$ cat src/core/pdm_pkg.sv
// Constants, register map and default tap table for the pulse density modulator
//
// Function
// - Pseudo-random sequence comes from a Galois-form LFSR with maximal-length taps.
// - LFSR width selectable 2 to 32 bits; period is 2^width minus 1.
// - Default maximal-length tap set supplied for every width.
// - Tap mask held as polynomial value; 8-bit default taps 8,6,5,4 equal b8.
// - Default seed is all ones at the chosen width.
// - LFSR steps every clock while started, enable high and restart low.
// - Restart high on a started block reloads the seed.
// - Force-low input drives both density outputs to zero while high.
// - Both density outputs compare the same LFSR value with own threshold.
// - Less-or-equal sense: output high while value at or below threshold.
// - Greater-or-equal sense: output high while value at or above threshold.
// - Each density output has its own selectable compare sense.
// - Density adjustable over the full range from 0 to 100 percent.
// - Serial output shows the LFSR least significant bit one clock later, updated only while started.
// - For 8/16/24/32 bits, wrap pulse lasts one clock, one clock after a stepped all-ones value.
// - Fixed-sense option removes sense control and the software stop.
// - Stepping starts at a rising clock edge after software starts it.
// - Software stop halts the LFSR and holds density and serial outputs unless force-low is high.
package pdm_pkg;

  typedef enum logic {
    SENSE_LE,
    SENSE_GE
  } sense_t;

  localparam logic [7:0] OFS_CTRL = 8'h00;
  localparam logic [7:0] OFS_TAPS = 8'h04;
  localparam logic [7:0] OFS_SEED = 8'h08;
  localparam logic [7:0] OFS_THR_A = 8'h0c;
  localparam logic [7:0] OFS_THR_B = 8'h10;
  localparam logic [7:0] OFS_VALUE = 8'h14;

  localparam int CTRL_RUN_BIT = 0;
  localparam int CTRL_SENSE_A_BIT = 1;
  localparam int CTRL_SENSE_B_BIT = 2;

  localparam logic CTRL_RUN_RESET = 1'h0;
  localparam sense_t SENSE_A_RESET = SENSE_LE;
  localparam sense_t SENSE_B_RESET = SENSE_LE;
  localparam logic [31:0] THR_RESET = 32'h0000_0001;
  localparam int RESOLUTION_DEFAULT = 8;

  // Galois masks: tap n sets bit n-1
  function automatic logic [31:0] default_taps(input int width);
    logic [31:0] m;
    m = 32'h0000_0000;
    case (width)
      2: m = 32'h0000_0003;
      3: m = 32'h0000_0006;
      4: m = 32'h0000_000c;
      5: m = 32'h0000_001e;
      6: m = 32'h0000_0036;
      7: m = 32'h0000_0078;
      8: m = 32'h0000_00b8;
      9: m = 32'h0000_01b0;
      10: m = 32'h0000_0360;
      11: m = 32'h0000_0740;
      12: m = 32'h0000_0ca0;
      13: m = 32'h0000_1b00;
      14: m = 32'h0000_3500;
      15: m = 32'h0000_7400;
      16: m = 32'h0000_b400;
      17: m = 32'h0001_e000;
      18: m = 32'h0003_9000;
      19: m = 32'h0007_2000;
      20: m = 32'h000c_a000;
      21: m = 32'h001c_8000;
      22: m = 32'h0027_0000;
      23: m = 32'h006a_0000;
      24: m = 32'h00d8_0000;
      25: m = 32'h01e0_0000;
      26: m = 32'h0388_0000;
      27: m = 32'h0720_0000;
      28: m = 32'h0ca0_0000;
      29: m = 32'h1d00_0000;
      30: m = 32'h3280_0000;
      31: m = 32'h7800_0000;
      32: m = 32'ha300_0000;
      default: m = 32'h0000_0000;
    endcase
    return m;
  endfunction

endpackage

$ cat src/core/pulse_density_modulator.sv
// LFSR pulse density modulator with classic Wishbone register slave
`timescale 1ns/1ps

module pulse_density_modulator #(
  parameter int RESOLUTION = pdm_pkg::RESOLUTION_DEFAULT,
  parameter bit FIXED_SENSE = 1'b0,
  parameter pdm_pkg::sense_t FIXED_SENSE_A = pdm_pkg::SENSE_LE,
  parameter pdm_pkg::sense_t FIXED_SENSE_B = pdm_pkg::SENSE_LE
) (
  input wire logic clk_in,
  input wire logic reset_in,
  input wire logic wb_cyc_in,
  input wire logic wb_stb_in,
  input wire logic wb_we_in,
  input wire logic [7:0] wb_adr_in,
  input wire logic [3:0] wb_sel_in,
  input wire logic [31:0] wb_dat_in,
  output logic [31:0] wb_dat_out,
  output logic wb_ack_out,
  input wire logic enable_in,
  input wire logic restart_in,
  input wire logic force_low_in,
  output logic density_out_a,
  output logic density_out_b,
  output logic serial_out,
  output logic sequence_wrap_pulse
);

  localparam int W = RESOLUTION;
  localparam logic [W-1:0] SEED_RESET = {W{1'b1}};
  localparam logic [W-1:0] TAPS_RESET = W'(pdm_pkg::default_taps(W));
  localparam logic [W-1:0] ALL_ONES = {W{1'b1}};
  localparam bit WRAP_OK = (W == 8) || (W == 16) || (W == 24) || (W == 32);

  ////////////////////////////////////////////////////////////////////////////
  // Pin synchronisers

  logic [2:0] pin_meta_r;
  logic [2:0] pin_sync_r;
  logic enable_s;
  logic restart_s;
  logic force_s;

  // First stage feeds only the second stage
  always_ff @(posedge clk_in) begin
    if (reset_in) begin
      pin_meta_r <= 3'h0;
      pin_sync_r <= 3'h0;
    end else begin
      pin_meta_r <= {force_low_in, restart_in, enable_in};
      pin_sync_r <= pin_meta_r;
    end
  end

  assign enable_s = pin_sync_r[0];
  assign restart_s = pin_sync_r[1];
  assign force_s = pin_sync_r[2];

  ////////////////////////////////////////////////////////////////////////////
  // Wishbone slave

  logic ack_r;
  logic [31:0] rd_data_r;
  logic req;
  logic wr_strobe;
  logic [31:0] wmask;

  logic run_r;
  pdm_pkg::sense_t sense_a_r;
  pdm_pkg::sense_t sense_b_r;
  logic [W-1:0] taps_r;
  logic [W-1:0] seed_r;
  logic [W-1:0] thr_a_r;
  logic [W-1:0] thr_b_r;
  logic [W-1:0] lfsr_r;
  pdm_pkg::sense_t sense_a;
  pdm_pkg::sense_t sense_b;

  assign req = wb_cyc_in && wb_stb_in;
  // Write lands on the edge where the master sees ack
  assign wr_strobe = req && wb_we_in && ack_r;

  generate
    for (genvar b = 0; b < 4; b++) begin : g_lane
      assign wmask[8*b +: 8] = {8{wb_sel_in[b]}};
    end
  endgenerate

  function automatic logic [W-1:0] merge(input logic [W-1:0] old);
    logic [31:0] wide;
    wide = (32'(old) & ~wmask) | (wb_dat_in & wmask);
    return wide[W-1:0];
  endfunction

  // One wait state, ack dropped the cycle after
  always_ff @(posedge clk_in) begin
    if (reset_in) begin
      ack_r <= 1'b0;
    end else begin
      ack_r <= req && !ack_r;
    end
  end

  // Unmapped offsets read as zero and ignore writes
  always_ff @(posedge clk_in) begin
    if (reset_in) begin
      rd_data_r <= 32'h0000_0000;
    end else if (req && !ack_r) begin
      unique case (wb_adr_in)
        pdm_pkg::OFS_CTRL: begin
          rd_data_r <= 32'h0000_0000;
          rd_data_r[pdm_pkg::CTRL_RUN_BIT] <= run_r;
          rd_data_r[pdm_pkg::CTRL_SENSE_A_BIT] <= sense_a;
          rd_data_r[pdm_pkg::CTRL_SENSE_B_BIT] <= sense_b;
        end
        pdm_pkg::OFS_TAPS: rd_data_r <= 32'(taps_r);
        pdm_pkg::OFS_SEED: rd_data_r <= 32'(seed_r);
        pdm_pkg::OFS_THR_A: rd_data_r <= 32'(thr_a_r);
        pdm_pkg::OFS_THR_B: rd_data_r <= 32'(thr_b_r);
        pdm_pkg::OFS_VALUE: rd_data_r <= 32'(lfsr_r);
        default: rd_data_r <= 32'h0000_0000;
      endcase
    end
  end

  assign wb_ack_out = ack_r;
  assign wb_dat_out = rd_data_r;

  ////////////////////////////////////////////////////////////////////////////
  // Control register

  // Fixed sense: no stop, the enable pin does the stopping
  always_ff @(posedge clk_in) begin
    if (reset_in) begin
      run_r <= pdm_pkg::CTRL_RUN_RESET;
    end else if (wr_strobe && wb_adr_in == pdm_pkg::OFS_CTRL && wb_sel_in[0]) begin
      if (FIXED_SENSE) begin
        run_r <= run_r | wb_dat_in[pdm_pkg::CTRL_RUN_BIT];
      end else begin
        run_r <= wb_dat_in[pdm_pkg::CTRL_RUN_BIT];
      end
    end
  end

  always_ff @(posedge clk_in) begin
    if (reset_in) begin
      sense_a_r <= pdm_pkg::SENSE_A_RESET;
      sense_b_r <= pdm_pkg::SENSE_B_RESET;
    end else if (wr_strobe && wb_adr_in == pdm_pkg::OFS_CTRL && wb_sel_in[0]) begin
      sense_a_r <= pdm_pkg::sense_t'(wb_dat_in[pdm_pkg::CTRL_SENSE_A_BIT]);
      sense_b_r <= pdm_pkg::sense_t'(wb_dat_in[pdm_pkg::CTRL_SENSE_B_BIT]);
    end
  end

  // Sense flops are left unread when fixed, so synthesis drops them
  assign sense_a = FIXED_SENSE ? FIXED_SENSE_A : sense_a_r;
  assign sense_b = FIXED_SENSE ? FIXED_SENSE_B : sense_b_r;

  ////////////////////////////////////////////////////////////////////////////
  // Sequence configuration

  // Taps above the width cannot be stored, the mask is only W bits
  always_ff @(posedge clk_in) begin
    if (reset_in) begin
      taps_r <= TAPS_RESET;
      seed_r <= SEED_RESET;
      thr_a_r <= W'(pdm_pkg::THR_RESET);
      thr_b_r <= W'(pdm_pkg::THR_RESET);
    end else if (wr_strobe) begin
      if (wb_adr_in == pdm_pkg::OFS_TAPS) begin
        taps_r <= merge(taps_r);
      end
      if (wb_adr_in == pdm_pkg::OFS_SEED) begin
        seed_r <= merge(seed_r);
      end
      if (wb_adr_in == pdm_pkg::OFS_THR_A) begin
        thr_a_r <= merge(thr_a_r);
      end
      if (wb_adr_in == pdm_pkg::OFS_THR_B) begin
        thr_b_r <= merge(thr_b_r);
      end
    end
  end

  ////////////////////////////////////////////////////////////////////////////
  // Galois LFSR

  logic [W-1:0] lfsr_step;
  logic stepping;

  assign lfsr_step = (lfsr_r >> 1) ^ (lfsr_r[0] ? taps_r : '0);
  assign stepping = run_r && enable_s && !restart_s;

  // A zero seed would lock the register at zero forever
  always_ff @(posedge clk_in) begin
    if (reset_in) begin
      lfsr_r <= SEED_RESET;
    end else if (run_r && restart_s) begin
      lfsr_r <= seed_r;
    end else if (stepping) begin
      lfsr_r <= lfsr_step;
    end
  end

  ////////////////////////////////////////////////////////////////////////////
  // Outputs

  logic cmp_a;
  logic cmp_b;
  logic dens_a_r;
  logic dens_b_r;
  logic serial_r;
  logic wrap_r;

  // Threshold 0 under LE gives 0 %, all ones gives 100 %
  assign cmp_a = (sense_a == pdm_pkg::SENSE_LE) ? (lfsr_r <= thr_a_r)
    : (lfsr_r >= thr_a_r);
  assign cmp_b = (sense_b == pdm_pkg::SENSE_LE) ? (lfsr_r <= thr_b_r)
    : (lfsr_r >= thr_b_r);

  always_ff @(posedge clk_in) begin
    if (reset_in) begin
      dens_a_r <= 1'b0;
      dens_b_r <= 1'b0;
    end else if (force_s) begin
      dens_a_r <= 1'b0;
      dens_b_r <= 1'b0;
    end else if (run_r) begin
      dens_a_r <= cmp_a;
      dens_b_r <= cmp_b;
    end
  end

  always_ff @(posedge clk_in) begin
    if (reset_in) begin
      serial_r <= 1'b0;
    end else if (run_r) begin
      serial_r <= lfsr_r[0];
    end
  end

  // Gated by stepping so a paused all-ones value gives one pulse only
  always_ff @(posedge clk_in) begin
    if (reset_in) begin
      wrap_r <= 1'b0;
    end else begin
      wrap_r <= WRAP_OK && stepping && (lfsr_r == ALL_ONES);
    end
  end

  assign density_out_a = dens_a_r;
  assign density_out_b = dens_b_r;
  assign serial_out = serial_r;
  assign sequence_wrap_pulse = wrap_r;
endmodule

$ cat config.mk
export PLATFORM = sky130hd
export DESIGN_NAME = pulse_density_modulator
export DESIGN_NICKNAME = d
export VERILOG_FILES = /design/src/core/pdm_pkg.sv /design/src/core/pulse_density_modulator.sv
export SDC_FILE = /design/constraint.sdc
export NUM_CORES = 1
export LEC_CHECK = 0
export BUFFER_PORTS_ARGS = -buffer_cell sky130_fd_sc_hd__buf_4
export CAP_MARGIN = 10
export CORE_UTILIZATION = 45
export CTS_CLUSTER_SIZE = 8
export DETAILED_ROUTE_END_ITERATION = 10
export PLACE_DENSITY = 0.76
export SYNTH_ARGS = -nofsm -noshare
export SYNTH_HDL_FRONTEND = slang
export SYNTH_SLANG_ARGS = --single-unit
$ cat constraint.sdc
create_clock -name clk_in -period 4.37 [get_ports clk_in]
set_input_delay 0.437 -clock clk_in [delete_from_list [all_inputs] [get_ports clk_in]]
set_output_delay 0.437 -clock clk_in [all_outputs]
set_load 0.01 [all_outputs]
# Word level (Yosys, flattened, before mapping)
# Index checks and enable logic that the tools add are counted.
[word_totals] register_bits=86 wordCells=62
[classes] magnitude_cmp=4 eq_ne=6 muxes=6 n_bitwise=11 n_reduce_logical=19
[op_table] operator="$pmux W8 S6" n=1
[op_table] operator="$and A8 B8 Y8" n=5
[op_table] operator="$or A8 B8 Y8" n=4
[op_table] operator="$mux W8" n=3
[op_table] operator="$eq A8 B4 Y1 const B" n=2
[op_table] operator="$eq A8 B5 Y1 const B" n=2
[op_table] operator="$ge A8 B8 Y1" n=2
[op_table] operator="$le A8 B8 Y1" n=2
[op_table] operator="$logic_and A1 B1 Y1" n=10
[op_table] operator="$eq A8 B3 Y1 const B" n=1
[op_table] operator="$eq A8 B8 Y1 const B" n=1
[op_table] operator="$logic_not A8 Y1" n=1
[op_table] operator="$not A8 Y8" n=1
[op_table] operator="$reduce_and A2 Y1" n=4
[op_table] operator="$xor A7 B8 Y8" n=1
[op_table] operator="$logic_not A1 Y1" n=2
[op_table] operator="$mux W1" n=2
[op_table] operator="$reduce_bool A2 Y1" n=1
[op_table] operator="$reduce_or A2 Y1" n=1

# Longest topological paths before layout
[logic_depth] word_depth=5 ltp_mapped=8

# Worst setup path before layout
# No wires, ideal clock.
[synth_path] path_kind="input to register" startpoint="input wb_adr_in[0]" endpoint="register with a tool-made name" arrival_ns=2.249 required_ns=4.250 path_slack_ns=2.001 cell_stages=6 n_path_buf=1 path_cell_list="or4_4 or4b_4 nor3b_4 buf_6 nor2_1 a211o_1"
[synth_rtl] item="start, declared" line_no="pulse_density_modulator.sv:15" rtl="input wire logic [7:0] wb_adr_in,"

==> metrics.md <==
| Metric | Value |
|---|---|
| Full die area | 7800 um2 |
| Yosys warnings | 0 |
| Hold Path Origin | restart_in |
| DIE WIDTH | 88.3 um |
| Final hold vios | 0 |
| GR Util All Layers | 0.210 |
| Nature of the critical path endpoint | register |
| Leakage | 1.55 nW |
| Count of cell types in the netlist | 47 |
| Die H | 88.3 um |
| Post-route clock period utilization | 0.603 |
| Fmax | 379 MHz |
| CORE AREA | 7210 um2 |
| PortBufs | 37 |
| Final WL | 7580 um |
| Main synth FF type | dfxtp_1 |
| Cells after DPL | between 400 and 500 |
| CTS Buffer Depth | 2 |
| First-pass GRT wire length | approximately 12000 um |
| R2R Setup Slk | about 2 ns |
| Flop pwr share | 0.504 |
| Comb pwr share | 0.075 |
| Slew margin rel. | 0.353 |
| Maximum fanout along the worst path | 9 |
| Initial core utilization | 0.465 |
| WP data required | 4.58 ns |
| Vias in the first global route | 2435 |
| Post-cts gate resize count | 0 |
| Share of post-route cells with drive strength above 1 | 0.178 |
| Number of synthesized flops with an enable pin | 0 |
| Cell area after synthesis | ~3400 um2 |
| Final Max Tran Viols | 0 |
| Largest net degree at the start of global routing | 59 |
| Final GP Congestion | 0.883 |
| FF+latch count, synth | 62 |
| Clock-pin slew on the worst setup and hold paths | about 0.060 ns |
| RSZ-0062 raised after global routing | false |
| Hold buffer count at cts | 0 |
| Grt total ovfl | 0 |
| NetSw | ~0.00027 W |
| Most common cell after layout, fill and taps aside | dfxtp_1 |
| Max-cap violations | 0 |
| Actual slew at the worst max-slew pin | roughly 0.97 ns |
| Drt pass-1 iters | 5 |
| WP data arrival | 2.84 ns |
| Startpoint Class | input pin |
| Non-Filler Instances | 498 |
| Clock Power Share | 0.421 |
| Diode count | 0 |
| CTS tree | yes |
| Internal | 0.000861 W |
| Detailed Place HPWL | 5290 um |
| Starting DRT DRC Count | ~200 |
| Maximum VDD drop | 0.236 mV |
| Worst-Skew Late Latency | between 0.3 and 0.4 ns |
| Most frequent cells in the layout | dfxtp_1, nor2_1, buf_4 |
| Crit path kind | in -> reg |
| P&R area growth vs syn | 11.5% |
| Setup TNS | 0 ns |
| FP Rows | 31 |
| Final #Nets | 462 |
| CTS buffer count | 9 |
| Status | completed |
| Final Critical Period | 2.64 ns |
| Reg-to-Reg Start | wb_ack_out |
| Initial antenna violation count | 0 |
| Top-level I/O count | 89 |
| H-tree Lvls | 3 |
| Worst Hold Class | in -> reg |
| Syn_area_per_cell | 9.19 um2 |
| Post-CTS setup buffer count | 0 |
| DRC | 0 |
| Critical Path Source | wb_adr_in[0] |
| Clk_skew | 0.00608 ns |
| Final setup violating endpoints | 0 |
| Antenna-violating nets left | 0 |
| DR vias/cell | 5.50 |
| Register area share after synthesis | 0.370 |
| Post-Syn Instances | ~370 |
| Async SR Flop Fraction | 0 |
| Sw Share | 0.237 |
| Clock tree sinks | 62 |
| Routed length per instance | between 15 and 20 um |
| Vias | between 2000 and 3000 |
| CTS Root Buffer Type | clkbuf_8 |
| Pwr Density | 302 nW/um2 |
## kinds of logic (layout without fill, tap and decap cells)
logic type | after synthesis | count (layout) | synth area share
AND/OR/NAND/NOR | 101 | 101 | 0.163
AO/OA/AOI/OAI | 74 | 74 | 0.156
buffers and inverters | 66 | 77 | 0.111
flip-flops | 62 | 62 | 0.370
multiplexers | 38 | 38 | 0.120
adder cells (fa/ha/maj) | 16 | 16 | 0.0597
XOR/XNOR | 7 | 7 | 0.0183
other | 1 | 24 | 0.00112
## layer usage
layer / vias up / global-route usage / wire (um)
met4: 0 / 0.0587 / 87
li1: 1301 / - / -
met3: 13 / 0.0681 / 570
met2: 123 / 0.328 / 3490
met1: 1300 / 0.278 / 3430
met5: - / 0 / 0
## cell usage after synthesis (all sizes together) (5+ instances only)
master / n / share of area
a211o: 14 / 0.037
a21oi: 6 / 0.0090
a221o: 5 / 0.015
a221oi: 8 / 0.021
a22oi: 7 / 0.016
buf: 27 / 0.062
clkbuf: 15 / 0.023
dfxtp: 62 / 0.37
ha: 16 / 0.060
inv: 24 / 0.027
mux2: 9 / 0.030
mux2i: 28 / 0.084
nand2: 19 / 0.021
nand3: 5 / 0.0075
nand4: 6 / 0.011
nor2: 41 / 0.046
nor2b: 15 / 0.029
o21ai: 22 / 0.033
xor2: 7 / 0.018
## power by group through the flow
stage | sequential (W) | clock, W | combinational, W
floorplan | 0.000582 | 0 | 0.0000675
CTS | 0.000569 | 0.000488 | 0.0000831
global route | 0.000569 | 0.000511 | 0.0000921
global placement | 0.000582 | 0 | 0.0000817
detailed placement | 0.000582 | 0 | 0.0000826
finish | 0.000569 | 0.000475 | 0.0000841
## through the flow
step                      utilization  setup slack, ns  instance area [um2]  power [W]  hold slack, ns
after floorplan                     -             2.00                 3440   0.000649           0.414
after global placement          0.493             1.43                 3560   0.000664           0.422
after detailed placement        0.493             1.41                 3560   0.000664           0.424
after CTS                       0.519             1.77                 3740    0.00114           0.293
after global routing            0.519             1.70                 3740    0.00117           0.290
final                           0.519             1.73                 3740    0.00113           0.306
## final timing paths
kind / to / cells after the start
setup reg to reg: register / 5
setup / recovery: register / 6
hold reg to reg: pin_sync_r[1] / 1
hold / removal: pin_meta_r[1] / 2
## layout make-up
class                           count  area [um2]
Clock buffer                       11         131
Clock inverter                      5        50.0
Fill cell                         685        3470
Inverter                           24        90.1
Multi-Input combinational cell    260        1830
Sequential cell                    62        1240
Tap cell                           99         124
Timing Repair Buffer               37         278
## critical path: stages
cell     delay [ns]
buf_4          0.11
or4_4          0.54
or4b_4         0.59
nor4b_4        0.83
mux2i_1        0.29
nor2_1         0.05
Note: power is estimated with default switching activity, not from simulation.
